==> config.mk <==
export PLATFORM = sky130hd
export DESIGN_NAME = sbs_top
export DESIGN_NICKNAME = d
export VERILOG_FILES = /design/src/sbs_pkg.sv /design/src/sbs_mem.sv /design/src/sbs_top.sv
export SDC_FILE = /design/constraint.sdc
export NUM_CORES = 1
export LEC_CHECK = 0
export BUFFER_PORTS_ARGS = -buffer_cell sky130_fd_sc_hd__buf_2
export CELL_PAD_IN_SITES_DETAIL_PLACEMENT = 0
export CELL_PAD_IN_SITES_GLOBAL_PLACEMENT = 1
export CORE_ASPECT_RATIO = 2
export CORE_MARGIN = 1.5
export CORE_UTILIZATION = 53
export DETAILED_ROUTE_END_ITERATION = 10
export PLACE_DENSITY = 0.86
export SLEW_MARGIN = 20
export SYNTH_ARGS = -nofsm -noshare
export SYNTH_HDL_FRONTEND = slang
export SYNTH_HIERARCHICAL = 1
export SYNTH_SLANG_ARGS = --single-unit
==> constraint.sdc <==
create_clock -name clock_in -period 3.9 [get_ports clock_in]
set_clock_uncertainty 0.05 [all_clocks]
set_input_delay 0.195 -clock clock_in [delete_from_list [all_inputs] [get_ports clock_in]]
set_output_delay 0.195 -clock clock_in [all_outputs]
set_load 0.005 [all_outputs]
==> src/sbs_pkg.sv <==
// Shared constants, types and command decoding for the blink sequencer
package sbs_pkg;

    // Time base and window timing
    localparam int CLK_MHZ     = 10;
    localparam int ENTER_US    = 500;
    localparam int BLANK_US    = 500;
    localparam int ON_UNIT_US  = 1000;
    localparam int OFF_UNIT_US = 10000;
    localparam int ENTER_CYC   = ENTER_US * CLK_MHZ;
    localparam int BLANK_CYC   = BLANK_US * CLK_MHZ;
    localparam int ON_CYC      = ON_UNIT_US * CLK_MHZ;
    localparam int OFF_CYC     = OFF_UNIT_US * CLK_MHZ;
    localparam int SUM_MAX_US  = 1500;
    localparam int TMR_W       = 20;

    // Sequence storage
    localparam int             IVL_W     = 8;
    localparam int             MAX_PAIRS = 3;
    localparam int             MEM_DEPTH = 2 * MAX_PAIRS;
    localparam int             MEM_AW    = 3;
    localparam logic [7:0]     IVL_SAT   = 8'hFF;
    localparam logic [7:0]     IVL_NEAR  = 8'hFE;
    localparam logic [7:0]     IVL_MIN   = 8'h01;
    localparam logic [2:0]     EDGE_MAX  = 3'h7;

    typedef enum logic [2:0] {
        CMD_NONE   = 3'h0,
        CMD_RUN    = 3'h1,
        CMD_TSTART = 3'h2,
        CMD_TEND   = 3'h3,
        CMD_ONCE   = 3'h4
    } sbs_cmd_t;

    typedef enum logic [3:0] {
        ST_STANDBY  = 4'h0,
        ST_ENTER    = 4'h1,
        ST_BLANK    = 4'h3,
        ST_WAIT_HI  = 4'h2,
        ST_RUN_DIR  = 4'h6,
        ST_PLAY_FET = 4'h7,
        ST_PLAY_LD  = 4'h5,
        ST_PLAY_RUN = 4'h4,
        ST_TR_WAIT  = 4'hC,
        ST_TR_ON    = 4'hD,
        ST_TR_OFF   = 4'hF,
        ST_WAIT_LO  = 4'hE
    } sbs_state_t;

    // Edge count to command
    function automatic sbs_cmd_t sbs_decode(input logic [2:0] edges);
        case (edges)
            3'h1:    return CMD_RUN;
            3'h2:    return CMD_TSTART;
            3'h3:    return CMD_TEND;
            3'h4:    return CMD_ONCE;
            default: return CMD_NONE;
        endcase
    endfunction

endpackage

==> src/sbs_mem.sv <==
// Small interval store with registered read data
`timescale 1ns/1ps
module sbs_mem #(
    parameter int DEPTH = 6,
    parameter int WIDTH = 8,
    parameter int AW    = 3
) (
    // Clock and reset
    input  wire logic             clock_in,
    input  wire logic             rst_n_in,
    // Write port
    input  wire logic             wr_en_in,
    input  wire logic [AW-1:0]    wr_addr_in,
    input  wire logic [WIDTH-1:0] wr_data_in,
    // Read port
    input  wire logic [AW-1:0]    rd_addr_in,
    output logic      [WIDTH-1:0] rd_data_out
);

    initial begin
        if (DEPTH < 1 || DEPTH > (1 << AW))
            $error("sbs_mem: DEPTH does not fit AW");
    end

    logic [WIDTH-1:0] mem_q [DEPTH];

    // Cleared on reset so a power-up never replays stale intervals
    always_ff @(posedge clock_in)
    begin
        if (!rst_n_in)
        begin
            for (int i = 0; i < DEPTH; i++)
                mem_q[i] <= '0;
            rd_data_out <= '0;
        end
        else
        begin
            if (wr_en_in && (int'(wr_addr_in) < DEPTH))
                mem_q[wr_addr_in] <= wr_data_in;
            rd_data_out <= (int'(rd_addr_in) < DEPTH) ? mem_q[rd_addr_in] : '0;
        end
    end

endmodule

==> src/sbs_top.sv <==
// Single-wire blink sequencer: command decode, training and playback
// How it works
// - Reset turns everything off and clears state and stored sequence.
// - After reset the block idles in standby until the line moves.
// - A rising edge in standby wakes the block and opens the entry window.
// - Every rising edge inside the entry window is counted, up to seven.
// - One edge run, two training start, three training end, four run once.
// - Line high at blank end: run and run once start right after blank.
// - Line low at blank end: run once and training start wait for the line to rise.
// - Run without a sequence copies the line onto the LED.
// - Run with a sequence plays it repeatedly while the line stays high.
// - Both run forms go to standby when the line falls.
// - Run once plays one pass then standby; needs a stored sequence.
// - Line falling during run once aborts playback into standby.
// - Thermal shutdown forces the LED off, logic keeps running.
// - Storage is volatile; start then end without intervals clears it.
// - Training measures first on time from first rising edge, LED mirrors line.
// - Falling line stores the on time and starts off measurement.
// - One to three pairs; valid only with a full on and off.
// - Entry window at least 500 us, window plus blank at most 1500 us.
// - On times count in 1 ms units, off times in 10 ms units.
// - Training end during off measurement stores it and goes standby.
// - On counter saturating stores maximum, LED off, off measurement begins.
`timescale 1ns/1ps
module sbs_top
    import sbs_pkg::*;
#(
    parameter int ENTER_CYCLES = ENTER_CYC,
    parameter int BLANK_CYCLES = BLANK_CYC,
    parameter int ON_CYCLES    = ON_CYC,
    parameter int OFF_CYCLES   = OFF_CYC
) (
    // Clock and reset
    input  wire logic       clock_in,
    input  wire logic       rst_n_in,
    // Control line and thermal sense
    input  wire logic       ctrl_in,
    input  wire logic       thermal_shutdown_in,
    // LED drive and status
    output logic            led_out,
    output logic            active_out,
    output logic [1:0]      seq_len_out
);

    initial begin
        if (ENTER_CYCLES < 2 || BLANK_CYCLES < 2 || ON_CYCLES < 2 || OFF_CYCLES < 2)
            $error("sbs_top: timing counts must be at least 2");
        if (ENTER_CYCLES >= (1 << TMR_W) || BLANK_CYCLES >= (1 << TMR_W) ||
            ON_CYCLES >= (1 << TMR_W) || OFF_CYCLES >= (1 << TMR_W))
            $error("sbs_top: timing count too wide for timer");
    end

    // Memory address of one interval: pair index, then on or off
    function automatic logic [MEM_AW-1:0] addr_of(input logic [1:0] idx, input logic off);
        return {idx, off};
    endfunction

    sbs_state_t         state_q;
    sbs_cmd_t           cmd_q;
    logic               ctrl_q;
    logic [TMR_W-1:0]   win_q;
    logic               win_open_q;
    logic [2:0]         edges_q;
    logic [TMR_W-1:0]   presc_q;
    logic [IVL_W-1:0]   unit_q;
    logic [1:0]         pairs_q;
    logic               on_rec_q;
    logic [1:0]         seq_len_q;
    logic [1:0]         idx_q;
    logic               phase_off_q;
    logic               once_q;
    logic [IVL_W-1:0]   dur_q;
    logic               wr_en_q;
    logic [MEM_AW-1:0]  wr_addr_q;
    logic [IVL_W-1:0]   wr_data_q;
    logic               active_q;
    logic               led_q;
    logic [IVL_W-1:0]   rd_data;

    // Edge detection; the line is already synchronous to clock_in
    wire rise = ctrl_in & ~ctrl_q;
    wire fall = ~ctrl_in & ctrl_q;

    wire       playing    = (state_q == ST_PLAY_FET) || (state_q == ST_PLAY_LD) ||
                            (state_q == ST_PLAY_RUN);
    wire       off_phase  = (state_q == ST_TR_OFF) || (playing && phase_off_q);
    wire [TMR_W-1:0] unit_len = off_phase ? TMR_W'(OFF_CYCLES - 1)
                                          : TMR_W'(ON_CYCLES - 1);
    wire       tick       = (presc_q == unit_len);
    wire       win_end    = win_open_q && (win_q == TMR_W'(ENTER_CYCLES - 1));
    wire       blank_end  = (state_q == ST_BLANK) &&
                            (win_q == TMR_W'(BLANK_CYCLES - 1));
    wire [2:0] edges_next = (rise && edges_q != EDGE_MAX) ? edges_q + 3'h1 : edges_q;
    wire sbs_cmd_t cmd_dec = sbs_decode(edges_next);
    wire [IVL_W-1:0] unit_val = (unit_q == '0) ? IVL_MIN : unit_q;
    wire       phase_done = tick && (unit_q == dur_q - IVL_MIN);
    wire       on_sat     = (state_q == ST_TR_ON) && !win_open_q && tick &&
                            (unit_q == IVL_NEAR);
    wire       last_pair  = ({1'b0, idx_q} + 3'h1) == {1'b0, seq_len_q};
    wire [MEM_AW-1:0] rd_addr = addr_of(idx_q, phase_off_q);

    // LED follows the line in direct run and while an on time is captured
    wire led_d = (state_q == ST_RUN_DIR) ? ctrl_in :
                 (state_q == ST_TR_ON)   ? ctrl_in :
                 playing                 ? ~phase_off_q : 1'b0;

    sbs_mem #(
        .DEPTH (MEM_DEPTH),
        .WIDTH (IVL_W),
        .AW    (MEM_AW)
    ) u_mem (
        .clock_in    (clock_in),
        .rst_n_in    (rst_n_in),
        .wr_en_in    (wr_en_q),
        .wr_addr_in  (wr_addr_q),
        .wr_data_in  (wr_data_q),
        .rd_addr_in  (rd_addr),
        .rd_data_out (rd_data)
    );

    // Output stage; thermal shutdown only gates the driver
    always_ff @(posedge clock_in)
    begin
        if (!rst_n_in)
        begin
            led_q    <= 1'b0;
            active_q <= 1'b0;
        end
        else
        begin
            led_q    <= led_d & ~thermal_shutdown_in;
            active_q <= (state_q != ST_STANDBY);
        end
    end

    assign led_out     = led_q;
    assign active_out  = active_q;
    assign seq_len_out = seq_len_q;

    // Unit divider: restarted at every measured or played interval
    always_ff @(posedge clock_in)
    begin
        if (!rst_n_in)
        begin
            presc_q <= '0;
            unit_q  <= '0;
        end
        // Off count starts at on saturation; a later fall must not restart it
        else if (rise || (fall && state_q != ST_TR_OFF) || on_sat ||
                 state_q == ST_PLAY_LD || state_q == ST_TR_WAIT)
        begin
            presc_q <= '0;
            unit_q  <= '0;
        end
        else if (tick)
        begin
            presc_q <= '0;
            unit_q  <= (unit_q == IVL_SAT) ? IVL_SAT : unit_q + IVL_MIN;
        end
        else
            presc_q <= presc_q + TMR_W'(1);
    end

    // Main sequencer
    always_ff @(posedge clock_in)
    begin
        if (!rst_n_in)
        begin
            state_q     <= ST_STANDBY;
            cmd_q       <= CMD_NONE;
            ctrl_q      <= 1'b0;
            win_q       <= '0;
            win_open_q  <= 1'b0;
            edges_q     <= 3'h0;
            pairs_q     <= 2'h0;
            on_rec_q    <= 1'b0;
            seq_len_q   <= 2'h0;
            idx_q       <= 2'h0;
            phase_off_q <= 1'b0;
            once_q      <= 1'b0;
            dur_q       <= '0;
            wr_en_q     <= 1'b0;
            wr_addr_q   <= '0;
            wr_data_q   <= '0;
        end
        else
        begin
            ctrl_q  <= ctrl_in;
            wr_en_q <= 1'b0;
            if (win_open_q || state_q == ST_BLANK)
                win_q <= win_q + TMR_W'(1);
            case (state_q)
                ST_STANDBY:
                begin
                    if (rise)
                    begin
                        state_q    <= ST_ENTER;
                        edges_q    <= 3'h1;
                        win_q      <= '0;
                        win_open_q <= 1'b1;
                    end
                end
                ST_ENTER:
                begin
                    edges_q <= edges_next;
                    if (win_end)
                    begin
                        state_q    <= ST_BLANK;
                        cmd_q      <= cmd_dec;
                        win_q      <= '0;
                        win_open_q <= 1'b0;
                    end
                end
                ST_BLANK:
                begin
                    // Edges here are ignored; the host keeps the blank quiet
                    if (blank_end)
                    begin
                        idx_q       <= 2'h0;
                        phase_off_q <= 1'b0;
                        case (cmd_q)
                            CMD_RUN:
                            begin
                                once_q <= 1'b0;
                                // Run needs the line held high
                                if (!ctrl_in)
                                    state_q <= ST_STANDBY;
                                else if (seq_len_q != 2'h0)
                                    state_q <= ST_PLAY_FET;
                                else
                                    state_q <= ST_RUN_DIR;
                            end
                            CMD_TSTART:
                            begin
                                pairs_q  <= 2'h0;
                                on_rec_q <= 1'b0;
                                state_q  <= ST_TR_WAIT;
                            end
                            CMD_ONCE:
                            begin
                                once_q <= 1'b1;
                                if (seq_len_q == 2'h0)
                                    state_q <= ST_STANDBY;
                                else if (ctrl_in)
                                    state_q <= ST_PLAY_FET;
                                else
                                    state_q <= ST_WAIT_HI;
                            end
                            default:
                                state_q <= ST_STANDBY;
                        endcase
                    end
                end
                ST_WAIT_HI:
                begin
                    if (rise)
                        state_q <= ST_PLAY_FET;
                end
                ST_RUN_DIR:
                begin
                    if (!ctrl_in)
                        state_q <= ST_STANDBY;
                end
                ST_PLAY_FET, ST_PLAY_LD, ST_PLAY_RUN:
                begin
                    if (!ctrl_in)
                        state_q <= ST_STANDBY;
                    else if (state_q == ST_PLAY_FET)
                        state_q <= ST_PLAY_LD;
                    else if (state_q == ST_PLAY_LD)
                    begin
                        dur_q   <= rd_data;
                        state_q <= ST_PLAY_RUN;
                    end
                    else if (phase_done)
                    begin
                        state_q     <= ST_PLAY_FET;
                        phase_off_q <= ~phase_off_q;
                        if (phase_off_q)
                        begin
                            idx_q <= last_pair ? 2'h0 : idx_q + 2'h1;
                            if (last_pair && once_q)
                                state_q <= ST_STANDBY;
                        end
                    end
                end
                ST_TR_WAIT:
                begin
                    if (rise)
                    begin
                        state_q    <= ST_TR_ON;
                        edges_q    <= 3'h1;
                        win_q      <= '0;
                        win_open_q <= 1'b1;
                    end
                end
                ST_TR_ON:
                begin
                    if (win_open_q)
                    begin
                        // A fresh on time may be a training end in disguise
                        edges_q <= edges_next;
                        if (win_end)
                        begin
                            win_open_q <= 1'b0;
                            if (cmd_dec == CMD_TEND)
                            begin
                                seq_len_q <= pairs_q;
                                state_q   <= ST_STANDBY;
                            end
                            else if (!ctrl_in)
                            begin
                                state_q   <= ST_TR_OFF;
                                on_rec_q  <= (pairs_q != 2'(MAX_PAIRS));
                                if (pairs_q != 2'(MAX_PAIRS))
                                begin
                                    wr_en_q   <= 1'b1;
                                    wr_addr_q <= addr_of(pairs_q, 1'b0);
                                    wr_data_q <= unit_val;
                                    pairs_q   <= pairs_q + 2'h1;
                                end
                            end
                        end
                    end
                    else if (fall || (tick && unit_q == IVL_NEAR))
                    begin
                        state_q  <= ST_TR_OFF;
                        on_rec_q <= (pairs_q != 2'(MAX_PAIRS));
                        if (pairs_q != 2'(MAX_PAIRS))
                        begin
                            wr_en_q   <= 1'b1;
                            wr_addr_q <= addr_of(pairs_q, 1'b0);
                            wr_data_q <= fall ? unit_val : IVL_SAT;
                            pairs_q   <= pairs_q + 2'h1;
                        end
                    end
                end
                ST_TR_OFF:
                begin
                    if (rise)
                    begin
                        state_q    <= ST_TR_ON;
                        edges_q    <= 3'h1;
                        win_q      <= '0;
                        win_open_q <= 1'b1;
                        // Off time is kept now; a training end keeps it too
                        wr_en_q    <= on_rec_q;
                        wr_addr_q  <= addr_of(pairs_q - 2'h1, 1'b1);
                        wr_data_q  <= unit_val;
                    end
                    else if (tick && unit_q == IVL_NEAR)
                    begin
                        wr_en_q   <= on_rec_q;
                        wr_addr_q <= addr_of(pairs_q - 2'h1, 1'b1);
                        wr_data_q <= IVL_SAT;
                        seq_len_q <= on_rec_q || pairs_q != 2'h0 ? pairs_q : 2'h0;
                        state_q   <= ST_WAIT_LO;
                    end
                end
                ST_WAIT_LO:
                begin
                    if (!ctrl_in)
                        state_q <= ST_STANDBY;
                end
                default:
                    state_q <= ST_STANDBY;
            endcase
        end
    end
endmodule

======== After elaboration in Yosys (flattened, before gate mapping) ========
Memory sizes are Yosys's and may differ from the RTL's. A register that Yosys moved wholly into a read port is not among the register bits.
Cells that the tools add are included.
cells by class
  $add $sub $neg .......................... 9
  magnitude comparators ................... 2
  bitwise operators ....................... 9
  reductions and logical operators ........ 54
  equality and inequality tests ........... 55
  muxes and demuxes ....................... 120
operators with widths
  operator                                                            count
  8-bit two-way mux                                                   13
  4-bit two-way mux                                                   17
  20-bit two-way mux                                                  3
  3-bit two-way mux                                                   17
  2-bit two-way mux                                                   21
  20-bit by 1-bit adder with 20-bit output (second input constant)    2
  20-bit case mux with 2 select lines                                 1
  4-bit case mux with 9 select lines                                  1
  1-bit two-way mux                                                   33
  2-bit != test (second input constant)                               15
  20-bit by 13-bit == test with 1-bit output (second input constant)  1
  20-bit by 17-bit == test with 1-bit output                          1
  6-bit AND reduction                                                 3
  17-bit two-way mux                                                  1
  4-bit by 3-bit == test with 1-bit output (second input constant)    4
  4-bit == test (second input constant)                               4
  8-bit == test (second input constant)                               2
  8-bit case mux with 2 select lines                                  1
  7-bit AND reduction                                                 2
  3-bit by 2-bit == test with 1-bit output (second input constant)    4
  1-bit logical AND                                                   12
  3-bit != test (second input constant)                               4
  2-bit case mux with 2 select lines                                  3
  3-bit case mux with 4 select lines                                  1
  42 further kinds                                                    83
word-level totals
  flip-flop bits (word level) ............. 91
  bits of input ports ..................... 4
  logic and storage cells ................. 270
  memories kept ........................... 1
  RAM bits ................................ 48
  output and inout bits ................... 4
memories
  name         words  bits a word  rd ports  clocked after memory_dff  write ports  line           RTL
  u_mem.mem_q  6      8            1         1                         6            sbs_mem.sv:25  logic [WIDTH-1:0] mem_q [DEPTH];

======== Depth between registers and ports, before layout ========
Gate-level depths: netlist of run 1.
  depth after elaboration ................. 13
  gate-level depth with buffers ........... 9
  gate-level depth less buffers ........... 9

======== Modules after synthesis ========
The synthesis of run 1 kept the hierarchy.
modules (own cells, without submodules)
  module   cells each  sequential area each (µm²)  area each (µm²)  instances
  sbs_top  615         1821.7                      4941.0           1
  sbs_mem  181         1601.5                      2414.8           1

======== Least setup slack after synthesis of run 1 ========
Ideal clock, no wire load.
  kind .................................... register -> register
  start point ............................. reg win_q[14]
  end point ............................... reg state_q[2]
  data arrival time ....................... 2.210 ns
  setup time .............................. 0.119 ns
  data required time ...................... 3.731 ns
  buffers on the path ..................... 1
  setup slack ............................. 1.521 ns
  cell stages (with the launch flop) ...... 9
  clock period less this slack ............ 2.379 ns
  cells stage by stage .................... dfxtp_1 > or4b_1 > or4_4 > nor2_2 > buf_6 > o21ai_1 > a211oi_4 > nand4_1 > o221a_2
between the ends
  longest elaborated chain between the ends .. 4
  elaborated cells between the ends (all ways) .. 7
  those cells by class .................... eq/ne: 4; reduce/logical: 3
ends and longest elaborated chain
  element                                                                 line                          RTL
  start: declaration                                                      sbs_top.sv:61                 logic [TMR_W-1:0] win_q;
  start signal: assignment                                                sbs_top.sv:191                win_q <= win_q + TMR_W'(1);
  20-bit by 13-bit == test with 1-bit output *                            sbs_top.sv:90, sbs_top.sv:92
  1-bit logical AND, on equally long branches                             sbs_top.sv:90, sbs_top.sv:91
  3-bit != test (no source line) / 2-bit != test (equally long branches)  n/a
  11-bit AND reduction (no source line) *                                 n/a
  end signal: assignment                                                  sbs_top.sv:169                state_q <= ST_STANDBY;
  end signal: assignment                                                  sbs_top.sv:197                state_q <= ST_ENTER;
  end signal: assignment                                                  sbs_top.sv:208                state_q <= ST_BLANK;
  end: declaration                                                        sbs_top.sv:58                 sbs_state_t state_q;
Every way passes the cells marked *; elsewhere a longest branch is shown, timed or not.
A chain may end at the register's enable or synchronous reset.

======== Final worst setup path of run 1 ========
  start point ............................. reg state_q[1]
  end point ............................... reg seq_len_q[1], in the netlist seq_len_out[1]
between the ends
  longest elaborated chain between the ends .. 10
  elaborated cells between the ends (all ways) .. 20
  those cells by class .................... eq/ne: 11; mux: 2; reduce/logical: 7
ends and longest elaborated chain
  element                                                    line            RTL
  4-bit by 3-bit == test with 1-bit output                   sbs_top.sv:84   wire playing = (state_q == ST_PLAY_FET) || (state_q == ST_PLAY_LD) ||
  1-bit logical OR (2 in a row)                              sbs_top.sv:84
  1-bit logical AND                                          sbs_top.sv:86   wire off_phase = (state_q == ST_TR_OFF) || (playing && phase_off_q);
  1-bit logical OR                                           sbs_top.sv:86
  17-bit two-way mux                                         sbs_top.sv:87   wire [TMR_W-1:0] unit_len = off_phase ? TMR_W'(OFF_CYCLES - 1)
  20-bit by 17-bit == test with 1-bit output                 sbs_top.sv:89   wire tick = (presc_q == unit_len);
  1-bit logical AND                                          sbs_top.sv:351  else if (tick && unit_q == IVL_NEAR)
  2-bit by 1-bit != test with 1-bit output (no source line)  n/a
  6-bit AND reduction (no source line)                       n/a
  end signal: assignment                                     sbs_top.sv:308  seq_len_q <= pairs_q;
  end signal: assignment                                     sbs_top.sv:356  seq_len_q <= on_rec_q || pairs_q != 2'h0 ? pairs_q : 2'h0;
  end: declaration                                           sbs_top.sv:68   logic [1:0] seq_len_q;
Several ways; a longest one is shown, not always the timed one.

==> results of run 1 <==
## Yosys cell counts, types with 10 or more instances
cell type,count
nor2_1,135
dfxtp_1,99
nand2_1,65
edfxtp_1,48
mux2i_1,39
nand3_1,33
xnor2_1,29
inv_1,27
xor2_1,24
nor3_1,21
o21ai_0,21
a21oi_1,20
clkbuf_1,19
nand4_1,18
and2_1,16
nand2b_1,12
a211oi_1,11
ha_1,11
o21ai_1,10
## worst reg2reg max path, delay by kind of cell, from the launching register on
| kind | cells | cell delay (ps) |
|---|---|---|
| AOI/OAI and AO/OA | 2 | 770 |
| muxes | 2 | 690 |
| DFF | 1 | 670 |
| and+or+nand+nor | 3 | 780 |
## power groups by stage
stage,Sequential (mW),Combinational (mW),Clock [mW]
finish,1.72,0.478,1.57
global route,1.73,0.527,1.67
CTS,1.71,0.475,1.59
detailed placement,1.75,0.473,0
global placement,1.75,0.461,0
floorplan,1.69,0.393,0
## logic make-up (layout without fill, tap and decap cells)
group | count (synthesis) | after routing | share of synthesized area (%)
adder cells (fa/ha/maj) | 11 | 11 | 1.87
XOR/XNOR | 54 | 54 | 6.63
flip-flops | 147 | 147 | 46.5
AND/OR/NAND/NOR | 361 | 361 | 24.4
buffers and inverters | 64 | 73 | 3.96
multiplexers | 39 | 39 | 5.31
AO/OA/AOI/OAI | 120 | 120 | 11.3
## flip-flops by register name, indices dropped and copies added, names as in the netlist, 2 cells and up
| name | cells |
|---|---|
| wr_data_q | 8 |
| seq_len_out | 2 |
| state_q | 4 |
| wr_addr_q | 3 |
| dur_q | 8 |
| presc_q | 20 |
| pairs_q | 2 |
| unit_q | 8 |
| idx_q | 2 |
| win_q | 20 |
| cmd_q | 3 |
| u_mem/mem_q | 48 |
| edges_q | 3 |
| u_mem/rd_data_out | 8 |
## metrics by stage
step	hold slack, ps	util (%)	instances	setup WS (ps)	total power [mW]
2_1_floorplan	222	-	796	1520	2.09
3_3_place_gp	311	55.0	927	1050	2.21
3_5_place_dp	315	55.0	927	921	2.22
4_1_cts	186	59.3	960	902	3.78
5_1_grt	236	59.3	960	661	3.92
6_report	205	59.3	960	852	3.76
## layer usage
layer,vias to the layer above,GRT usage (%)
met5,-,0
li1,2821,-
met4,0,16.1
met2,133,48.5
met3,57,3.89
met1,2760,24.5
## area by class of cell
| cell class | count | area share (%) |
|---|---|---|
| multi-input cells | 585 | 45.4 |
| flip-flops and latches | 147 | 42.7 |
| clock buffers | 17 | 5.31 |
| inverters | 28 | 1.31 |
| clock inverters | 15 | 1.81 |
| well taps | 155 | 2.42 |
| repair buffers | 13 | 1.03 |
## layout by cell type, fill, tap and decap left out, types with 18 or more instances in the layout
cell type | synthesis | layout
o21ai_0 | 21 | 20
nand2_1 | 65 | 65
nor2_1 | 135 | 135
xnor2_1 | 29 | 29
edfxtp_1 | 48 | 48
nand4_1 | 18 | 18
inv_1 | 27 | 27
a21oi_1 | 20 | 20
mux2i_1 | 39 | 39
nor3_1 | 21 | 21
dfxtp_1 | 99 | 99
xor2_1 | 24 | 24
nand3_1 | 33 | 33
## worst paths after layout
kind	start	end	slack [ps]
max	state_q[1]	seq_len_out[1]	850
min	ctrl_in	state_q[0]	210
max reg2reg	state_q[1]	seq_len_out[1]	850
min reg2reg	presc_q[0]	presc_q[0]	410
==> key figures, run 1 <==
Run status
  • Outcome: complete, no violations

STA
  • Fin Setup TNS: 0 ps
  • Max_slew headroom: 47.1%
  • Setup-failing EPs final: 0
  • Pins Over Slew Limit: 0
  • Slew of the pin with the lowest slew margin: 788 ps
  • Fin. Hold Viols: 0
  • Fin crit period: 3050 ps
  • Final period util: 78.2%
  • Max Freq: 328 MHz
  • RSZ-0062 raised after global routing: false

Worst setup path
  • Most frequent CP cell: mux2i_1
  • CP startpoint kind: register
  • WP data arrival: 3320 ps
  • Worst-path cell chain: nand2b_1, o2111ai_1, mux2i_1, nand4_2, o21ai_0, nand2_1, mux2i_1
  • Worst-case reg-to-reg path depth: 7
  • Critical Path Sink Type: register
  • Worst Path Required: 4180 ps
  • Slowest CP cell: dfxtp_1
  • Buffers plus inverters on the worst setup path: 0
  • Crit. path cell count: 7
  • Critical path peak fanout: 18
  • Critical path type: register to register
  • CP delay by family, top: simple AND/OR/NAND/NOR gates
  • Largest stage delay, worst path: 670 ps

Synthesis
  • Synth warnings: 6
  • Post-synth EDFFs: 48
  • Post-Syn Area: 7360 um^2
  • Yosys top cell area share: 26.9%
  • Async SR Flop Fraction: 0%
  • Sequential-to-total area share from yosys stat: 46.5%
  • Synthesized flop and latch total: 147
  • Synth Flop Type: dfxtp_1
  • Net count after synthesis: 811
  • Synth top area cells: dfxtp_1 (27%), edfxtp_1 (20%), nor2_1 (6.9%)
  • Synth unique cells: 76
  • Synth Instances: 796
  • Synth area leader: dfxtp_1
  • Synthesized area per cell: 9.24 um^2

Floorplan
  • Die Wd: 86.3 um
  • Site Rows: 60
  • DIE AREA: 14600 um^2
  • Initial Util: 54.4%
  • Die Height: 170 um
  • # IOs: 8
  • CORE AREA: 13500 um^2

Power and ir drop
  • Net Sw Power: 1.06 mW
  • Sequential share of power: 45.7%
  • Switching Share: 28.2%
  • Max VDD drop: 0.319 mV
  • PwrDens: 469 nW/um^2
  • Combinational share of power: 12.7%
  • Internal power: 2.70 mW
  • Clock power frac: 41.6%
  • Leak: 2.80 nW

Detailed routing
  • Met2 wire len: 9.97 mm
  • Vias: 5771
  • Drt total wl: 17.5 mm
  • Metal3 WL: 442 um
  • Highest Signal Layer: met4
  • DRT antenna net count: 0
  • DR vias/cell: 6.01
  • Drt wl/cell: 18.3 um
  • DRC: 0
  • DRT Pass-1 Iters: 5
  • First DRT Iteration DRCs: 241
  • WL met1: 6.14 mm

Place
  • Placed Area: 7440 um^2
  • Final RePlAce weighted congestion: 0.885
  • Hpwl dp: 13.3 mm
  • IO buf count: 7

CTS
  • Clock buffer depth: 2
  • Htree depth: 4
  • Buffer count from post-CTS setup fixing: 0
  • Worst-Skew Late Latency: 410 ps
  • Total CTS buffers: 17
  • Clk sinks: 147
  • CTS tree: built
  • Clock root cell: clkbuf_16
  • Hold_buf cts: 1
  • Worst-path clk slew: 70 ps
  • Post-CTS sizing: 0

Worst hold path
  • HP Class: input port to register
  • Worst hold path stage count: 3

Global route
  • Grt total ovfl: 0
  • Largest net degree at the start of global routing: 29
  • Initial antenna violation count: 0
  • First-pass GRT wire length: 28.6 mm
  • Total track usage: 25.4%
  • Vias in the first global route: 5715

Run
  • Max Cap Viol: 0

Finish
  • Share of cells above drive strength 1: 8.82%
  • P&R area growth vs syn: 8.98%
  • Reg area: 3420 um^2
  • Multi-input logic area: 3640 um^2
  • Diodes inserted: 0
  • Fin nets: 807
  • Fill cell count: 1190
  • Final instance area: 8020 um^2
No activity file was read; power rests on OpenSTA's default activity.
==> inputs of run 2 (changes only) <==
CORE_UTILIZATION = 49   (was 53)
PLACE_DENSITY = 0.81   (was 0.86)
clock period = 3.2 ns   (was 3.9 ns; I/O delays follow)
==> key figures, run 2 (synthesis gave the netlist of run 1 again) <==
Run status
  • Outcome: complete, no violations (unchanged)

Power and ir drop
  • Combinational share of power: 13.7% (was 12.7%)
  • Leak: 2.83 nW (was 2.80 nW)
  • Net Sw Power: 1.32 mW (was 1.06 mW)
  • Sequential share of power: 45.4% (was 45.7%)
  • Switching Share: 28.8% (was 28.2%)
  • Internal power: 3.25 mW (was 2.70 mW)
  • Max VDD drop: 0.450 mV (was 0.319 mV)
  • PwrDens: 564 nW/um^2 (was 469 nW/um^2)
  • Clock power frac: 40.9% (was 41.6%)

STA
  • Slew of the pin with the lowest slew margin: 673 ps (was 788 ps)
  • Fin Setup TNS: 0 ps (unchanged)
  • Pins Over Slew Limit: 0 (unchanged)
  • Final period util: 88.5% (was 78.2%)
  • Setup-failing EPs final: 0 (unchanged)
  • Fin. Hold Viols: 0 (unchanged)
  • Fin crit period: 2830 ps (was 3050 ps)
  • Hold slack: 195 ps (was 205 ps)
  • Max Freq: 353 MHz (was 328 MHz)
  • RSZ-0062 raised after global routing: false (unchanged)
  • Max_slew headroom: 55.1% (was 47.1%)

Finish
  • Share of cells above drive strength 1: 9.62% (was 8.82%)
  • Final non-filler cell total: 1006 (was 960)
  • Diodes inserted: 0 (unchanged)
  • Largest register by flop count: u_mem/mem_q (unchanged)
  • Final instance area: 8100 um^2 (was 8020 um^2)
  • Most frequent cells in the layout: nor2_1 (135), dfxtp_1 (99), nand2_1 (65), edfxtp_1 (48), mux2i_1 (39) (unchanged)
  • P&R area growth vs syn: 10.1% (was 8.98%)
  • Biggest regs: u_mem/mem_q: 48 flops, presc_q: 20 flops, win_q: 20 flops (unchanged)
  • Fin nets: 813 (was 807)
  • Final core occ: 54.9% (was 59.3%)
  • Most common cell after layout, fill and taps aside: nor2_1 (unchanged)
  • Max FFs per register: 48 (unchanged)

CTS
  • Clk sinks: 147 (unchanged)
  • Clock root cell: clkbuf_16 (unchanged)
  • Worst-Skew Late Latency: 420 ps (was 410 ps)
  • Buffer count from post-CTS setup fixing: 0 (unchanged)
  • Post-CTS sizing: 0 (unchanged)
  • CTS tree: built (unchanged)
  • Htree depth: 4 (unchanged)
  • Worst-path clk slew: 60 ps (was 70 ps)
  • Clock buffer depth: 2 (unchanged)
  • Total CTS buffers: 17 (unchanged)

Global route
  • Grt total ovfl: 0 (unchanged)
  • Initial antenna violation count: 0 (unchanged)
  • Largest net degree at the start of global routing: 36 (was 29)
  • First-pass GRT wire length: 29.0 mm (was 28.6 mm)
  • Vias in the first global route: 5899 (was 5715)
  • Total track usage: 24.6% (was 25.4%)

Place
  • DP Cell Count: 973 (was 927)
  • Final RePlAce weighted congestion: 0.891 (was 0.885)
  • IO buf count: 7 (unchanged)
  • Hpwl dp: 13.6 mm (was 13.3 mm)
  • Placed Area: 7530 um^2 (was 7440 um^2)

Detailed routing
  • Drt wl/cell: 18.2 um (was 18.3 um)
  • DR vias/cell: 5.74 (was 6.01)
  • DRT antenna net count: 0 (unchanged)
  • Drt total wl: 18.3 mm (was 17.5 mm)
  • DRT Pass-1 Iters: 5 (unchanged)
  • First DRT Iteration DRCs: 275 (was 241)
  • Vias: 5779 (was 5771)
  • DRC: 0 (unchanged)

Worst setup path
  • Critical Path Sink Type: register (unchanged)
  • WP data arrival: 3070 ps (was 3320 ps)
  • Critical path type: register to register (unchanged)
  • Critical path peak fanout: 12 (was 18)
  • Worst Path Required: 3440 ps (was 4180 ps)
  • CP startpoint kind: register (unchanged)

Worst hold path
  • HP Class: input port to register (unchanged)

Floorplan
  • Die Height: 176 um (was 170 um)
  • CORE AREA: 14700 um^2 (was 13500 um^2)
  • # IOs: 8 (unchanged)
  • Initial Util: 49.9% (was 54.4%)
  • DIE AREA: 15800 um^2 (was 14600 um^2)
  • Die Wd: 89.6 um (was 86.3 um)
  • Site Rows: 63 (was 60)

Run
  • Max Cap Viol: 0 (unchanged)
[run 2: final timing paths]
check / slack, ps / end / cells after the start / start
max: 370 / unit_q[7] / 7 / state_q[1]
max reg2reg: 370 / unit_q[7] / 7 / state_q[1]
min: 200 / win_open_q / 3 / rst_n_in
min reg2reg: 420 / presc_q[0] / 1 / presc_q[0]
[run 2: power by group through the flow]
stage	registers, mW	clock network [mW]	logic, mW
CTS	2.07	1.90	0.618
detailed placement	2.11	0	0.617
floorplan	2.06	0	0.479
global placement	2.11	0	0.607
finish	2.07	1.87	0.627
global route	2.08	1.98	0.694
[run 2: timing repair]
action | CTS | global route
hold endpoints to repair | 1 | 0
hold buffers | 1 | 0
endpoints found under the setup margin | 0 | 0
[run 2: layout make-up]
cell class	count	area, um^2
clock buffers	18	439
multi-input cells	585	3640
inverters	28	105
fillers	1362	6640
well taps	195	244
clock inverters	14	119
flip-flops and latches	147	3420
repair buffers	19	128
[run 2: per-stage QoR]
| step | total power, mW | setup slack, ps |
|---|---|---|
| 2_1_floorplan | 2.54 | 821 |
| 3_3_place_gp | 2.71 | 398 |
| 3_5_place_dp | 2.73 | 434 |
| 4_1_cts | 4.59 | 391 |
| 5_1_grt | 4.76 | 208 |
| 6_report | 4.57 | 368 |
[run 2: worst max-delay path, cell delays in order (launching register included)]
cell       delay (ps)
dfxtp_1           610
nand2b_1          290
o2111ai_1         260
mux2i_1           320
nand4_2           300
o31ai_2           610
o21bai_1          210
a31oi_1            50
[run 2: metal layers]
metal	vias up	wire length (um)	share of wire (%)	track usage (%)
met5	-	0	0	0
met4	0	1180	6.4	16.7
met3	63	492	2.7	3.65
met2	155	10200	56	46.2
met1	2739	6420	35	23.1
li1	2822	-	-	-
==> inputs of run 3 (changes only) <==
MAX_ROUTING_LAYER = met4   (was unset)
==> key figures, run 3 (synthesis gave the netlist of run 1 again) <==
Finish
  • Final non-filler cell total: 1006 (unchanged)
  • Max FFs per register: 48 (unchanged)
  • Largest register by flop count: u_mem/mem_q (unchanged)
  • Most common cell after layout, fill and taps aside: nor2_1 (unchanged)
  • Diodes inserted: 0 (unchanged)
  • Biggest regs: u_mem/mem_q: 48 flops, presc_q: 20 flops, win_q: 20 flops (unchanged)
  • Most frequent cells in the layout: nor2_1 (135), dfxtp_1 (99), nand2_1 (65), edfxtp_1 (48), mux2i_1 (39) (unchanged)
  • Final instance area: 8100 um^2 (unchanged)
  • Share of cells above drive strength 1: 9.62% (unchanged)
  • P&R area growth vs syn: 10.1% (unchanged)
  • Fin nets: 813 (unchanged)

Worst setup path
  • Largest stage delay, worst path: 610 ps (about the same)
  • RR Startpoint: state_q[1] (unchanged)
  • Worst-case reg-to-reg path depth: 7 (unchanged)
  • Worst Path Required: 3430 ps (was 3440 ps)
  • RR Endpoint: unit_q[7] (unchanged)
  • Worst R2R Setup Slack: 360 ps (was 370 ps)
  • WP data arrival: 3070 ps (about the same)
  • Critical path peak fanout: 12 (unchanged)
  • Critical Path End: unit_q[7] (unchanged)
  • Worst-path cell chain: nand2b_1, o2111ai_1, mux2i_1, nand4_2, o31ai_2, o21bai_1, a31oi_1 (unchanged)
  • Critical path type: register to register (unchanged)
  • CP startpoint kind: register (unchanged)
  • Slowest CP cell: dfxtp_1 (unchanged)
  • Critical Path Sink Type: register (unchanged)
  • Critical Path Start: state_q[1] (unchanged)

CTS
  • Worst-path clk slew: 60 ps (about the same)
  • Htree depth: 4 (unchanged)
  • Clock buffer depth: 2 (unchanged)
  • Worst-Skew Late Latency: 420 ps (about the same)
  • Clock root cell: clkbuf_16 (unchanged)
  • CTS tree: built (unchanged)
  • Post-CTS sizing: 0 (unchanged)
  • Clk sinks: 147 (unchanged)
  • Total CTS buffers: 17 (unchanged)

STA
  • RSZ-0062 raised after global routing: false (unchanged)
  • Hold slack: 197 ps (was 195 ps)
  • Fin. Hold Viols: 0 (unchanged)
  • Slew of the pin with the lowest slew margin: 667 ps (was 673 ps)
  • Pins Over Slew Limit: 0 (unchanged)
  • Setup-failing EPs final: 0 (unchanged)
  • Final period util: 88.8% (was 88.5%)
  • Fin crit period: 2840 ps (was 2830 ps)
  • Fin Setup TNS: 0 ps (unchanged)
  • Max Freq: 352 MHz (was 353 MHz)
  • Max_slew headroom: 55.4% (was 55.1%)

Power and ir drop
  • Max VDD drop: 0.450 mV (about the same)
  • PwrDens: 563 nW/um^2 (was 564 nW/um^2)
  • Pwr Total: 4.56 mW (was 4.57 mW)
  • Leak: 2.83 nW (unchanged)

Floorplan
  • Initial Util: 49.9% (unchanged)
  • CORE AREA: 14700 um^2 (unchanged)
  • # IOs: 8 (unchanged)
  • Die Height: 176 um (unchanged)
  • Site Rows: 63 (unchanged)
  • DIE AREA: 15800 um^2 (unchanged)
  • Die Wd: 89.6 um (unchanged)

Place
  • IO buf count: 7 (unchanged)
  • Placed Area: 7530 um^2 (unchanged)
  • Hpwl dp: 13.6 mm (unchanged)
  • Final RePlAce weighted congestion: 0.906 (was 0.891)
  • DP Cell Count: 973 (unchanged)

Run status
  • Outcome: complete, no violations (unchanged)

Global route
  • Largest net degree at the start of global routing: 36 (unchanged)
  • Grt total ovfl: 0 (unchanged)
  • Initial antenna violation count: 0 (unchanged)
  • First-pass GRT wire length: 29.0 mm (about the same)
  • Total track usage: 25.3% (was 24.6%)
  • Vias in the first global route: 5894 (was 5899)

Detailed routing
  • First DRT Iteration DRCs: 277 (was 275)
  • DRC: 0 (unchanged)
  • Drt total wl: 18.3 mm (about the same)
  • Drt wl/cell: 18.2 um (about the same)
  • DRT antenna net count: 0 (unchanged)
  • DRT Pass-1 Iters: 5 (unchanged)
  • DR vias/cell: 5.73 (was 5.74)
  • Vias: 5769 (was 5779)

Worst hold path
  • HP Class: input port to register (unchanged)

Run
  • Max Cap Viol: 0 (unchanged)
==> run 3: worst min-delay path by stage <==
| stage | start | end | slack [ps] | depth (start not counted) |
|---|---|---|---|---|
| 2_1_floorplan | thermal_shutdown_in | led_out | 190 | 1 |
| 6_report | rst_n_in | win_open_q | 200 | 3 |
| 5_1_grt | rst_n_in | win_open_q | 220 | 3 |
| 3_5_place_dp | thermal_shutdown_in | led_out | 280 | 2 |
| 3_3_place_gp | thermal_shutdown_in | led_out | 280 | 2 |
| 4_1_cts | rst_n_in | win_open_q | 170 | 3 |
==> run 3: final cells by class <==
cell class / count / area, um^2
clock buffer: 18 / 439
tap: 195 / 244
sequential: 147 / 3420
clock inverter: 14 / 119
timing repair buffer: 19 / 128
fill: 1362 / 6640
multi-input combinational: 585 / 3640
inverter: 28 / 105
==> run 3: per-stage QoR <==
step | utilization [%] | setup WS [ps]
finish | 54.9 | 359
global route | 54.9 | 208
CTS | 54.9 | 391
detailed placement | 51.1 | 434
global placement | 51.1 | 398
floorplan | - | 821
==> run 3: timing repair <==
item	4_1_cts	5_1_grt
hold buffers	1	0
endpoints found under the hold margin	1	0
setup buffers	0	0
==> run 3: power by group <==
group          switching, mW  internal (mW)
sequential            0.0853           1.99
clock                  0.827           1.03
combinational          0.397          0.228
==> run 3: per-layer routing <==
metal  share of wire (%)  vias to the layer above  global-route usage (%)  wire length, um
met1                  35                     2727                    23.2             6350
met3                 2.6                       66                    3.51              485
met2                  56                      155                    46.3            10300
met4                 6.4                        0                    16.5             1170
li1                    -                     2821                       -                -
met5                   0                        -                       -                0
==> run 3: critical path, delay by kind of cell (launching register included) <==
kind | cells | cell delay, ps
AOI/OAI and AO/OA | 4 | 1120
and+or+nand+nor | 2 | 590
muxes | 1 | 320
DFF | 1 | 610
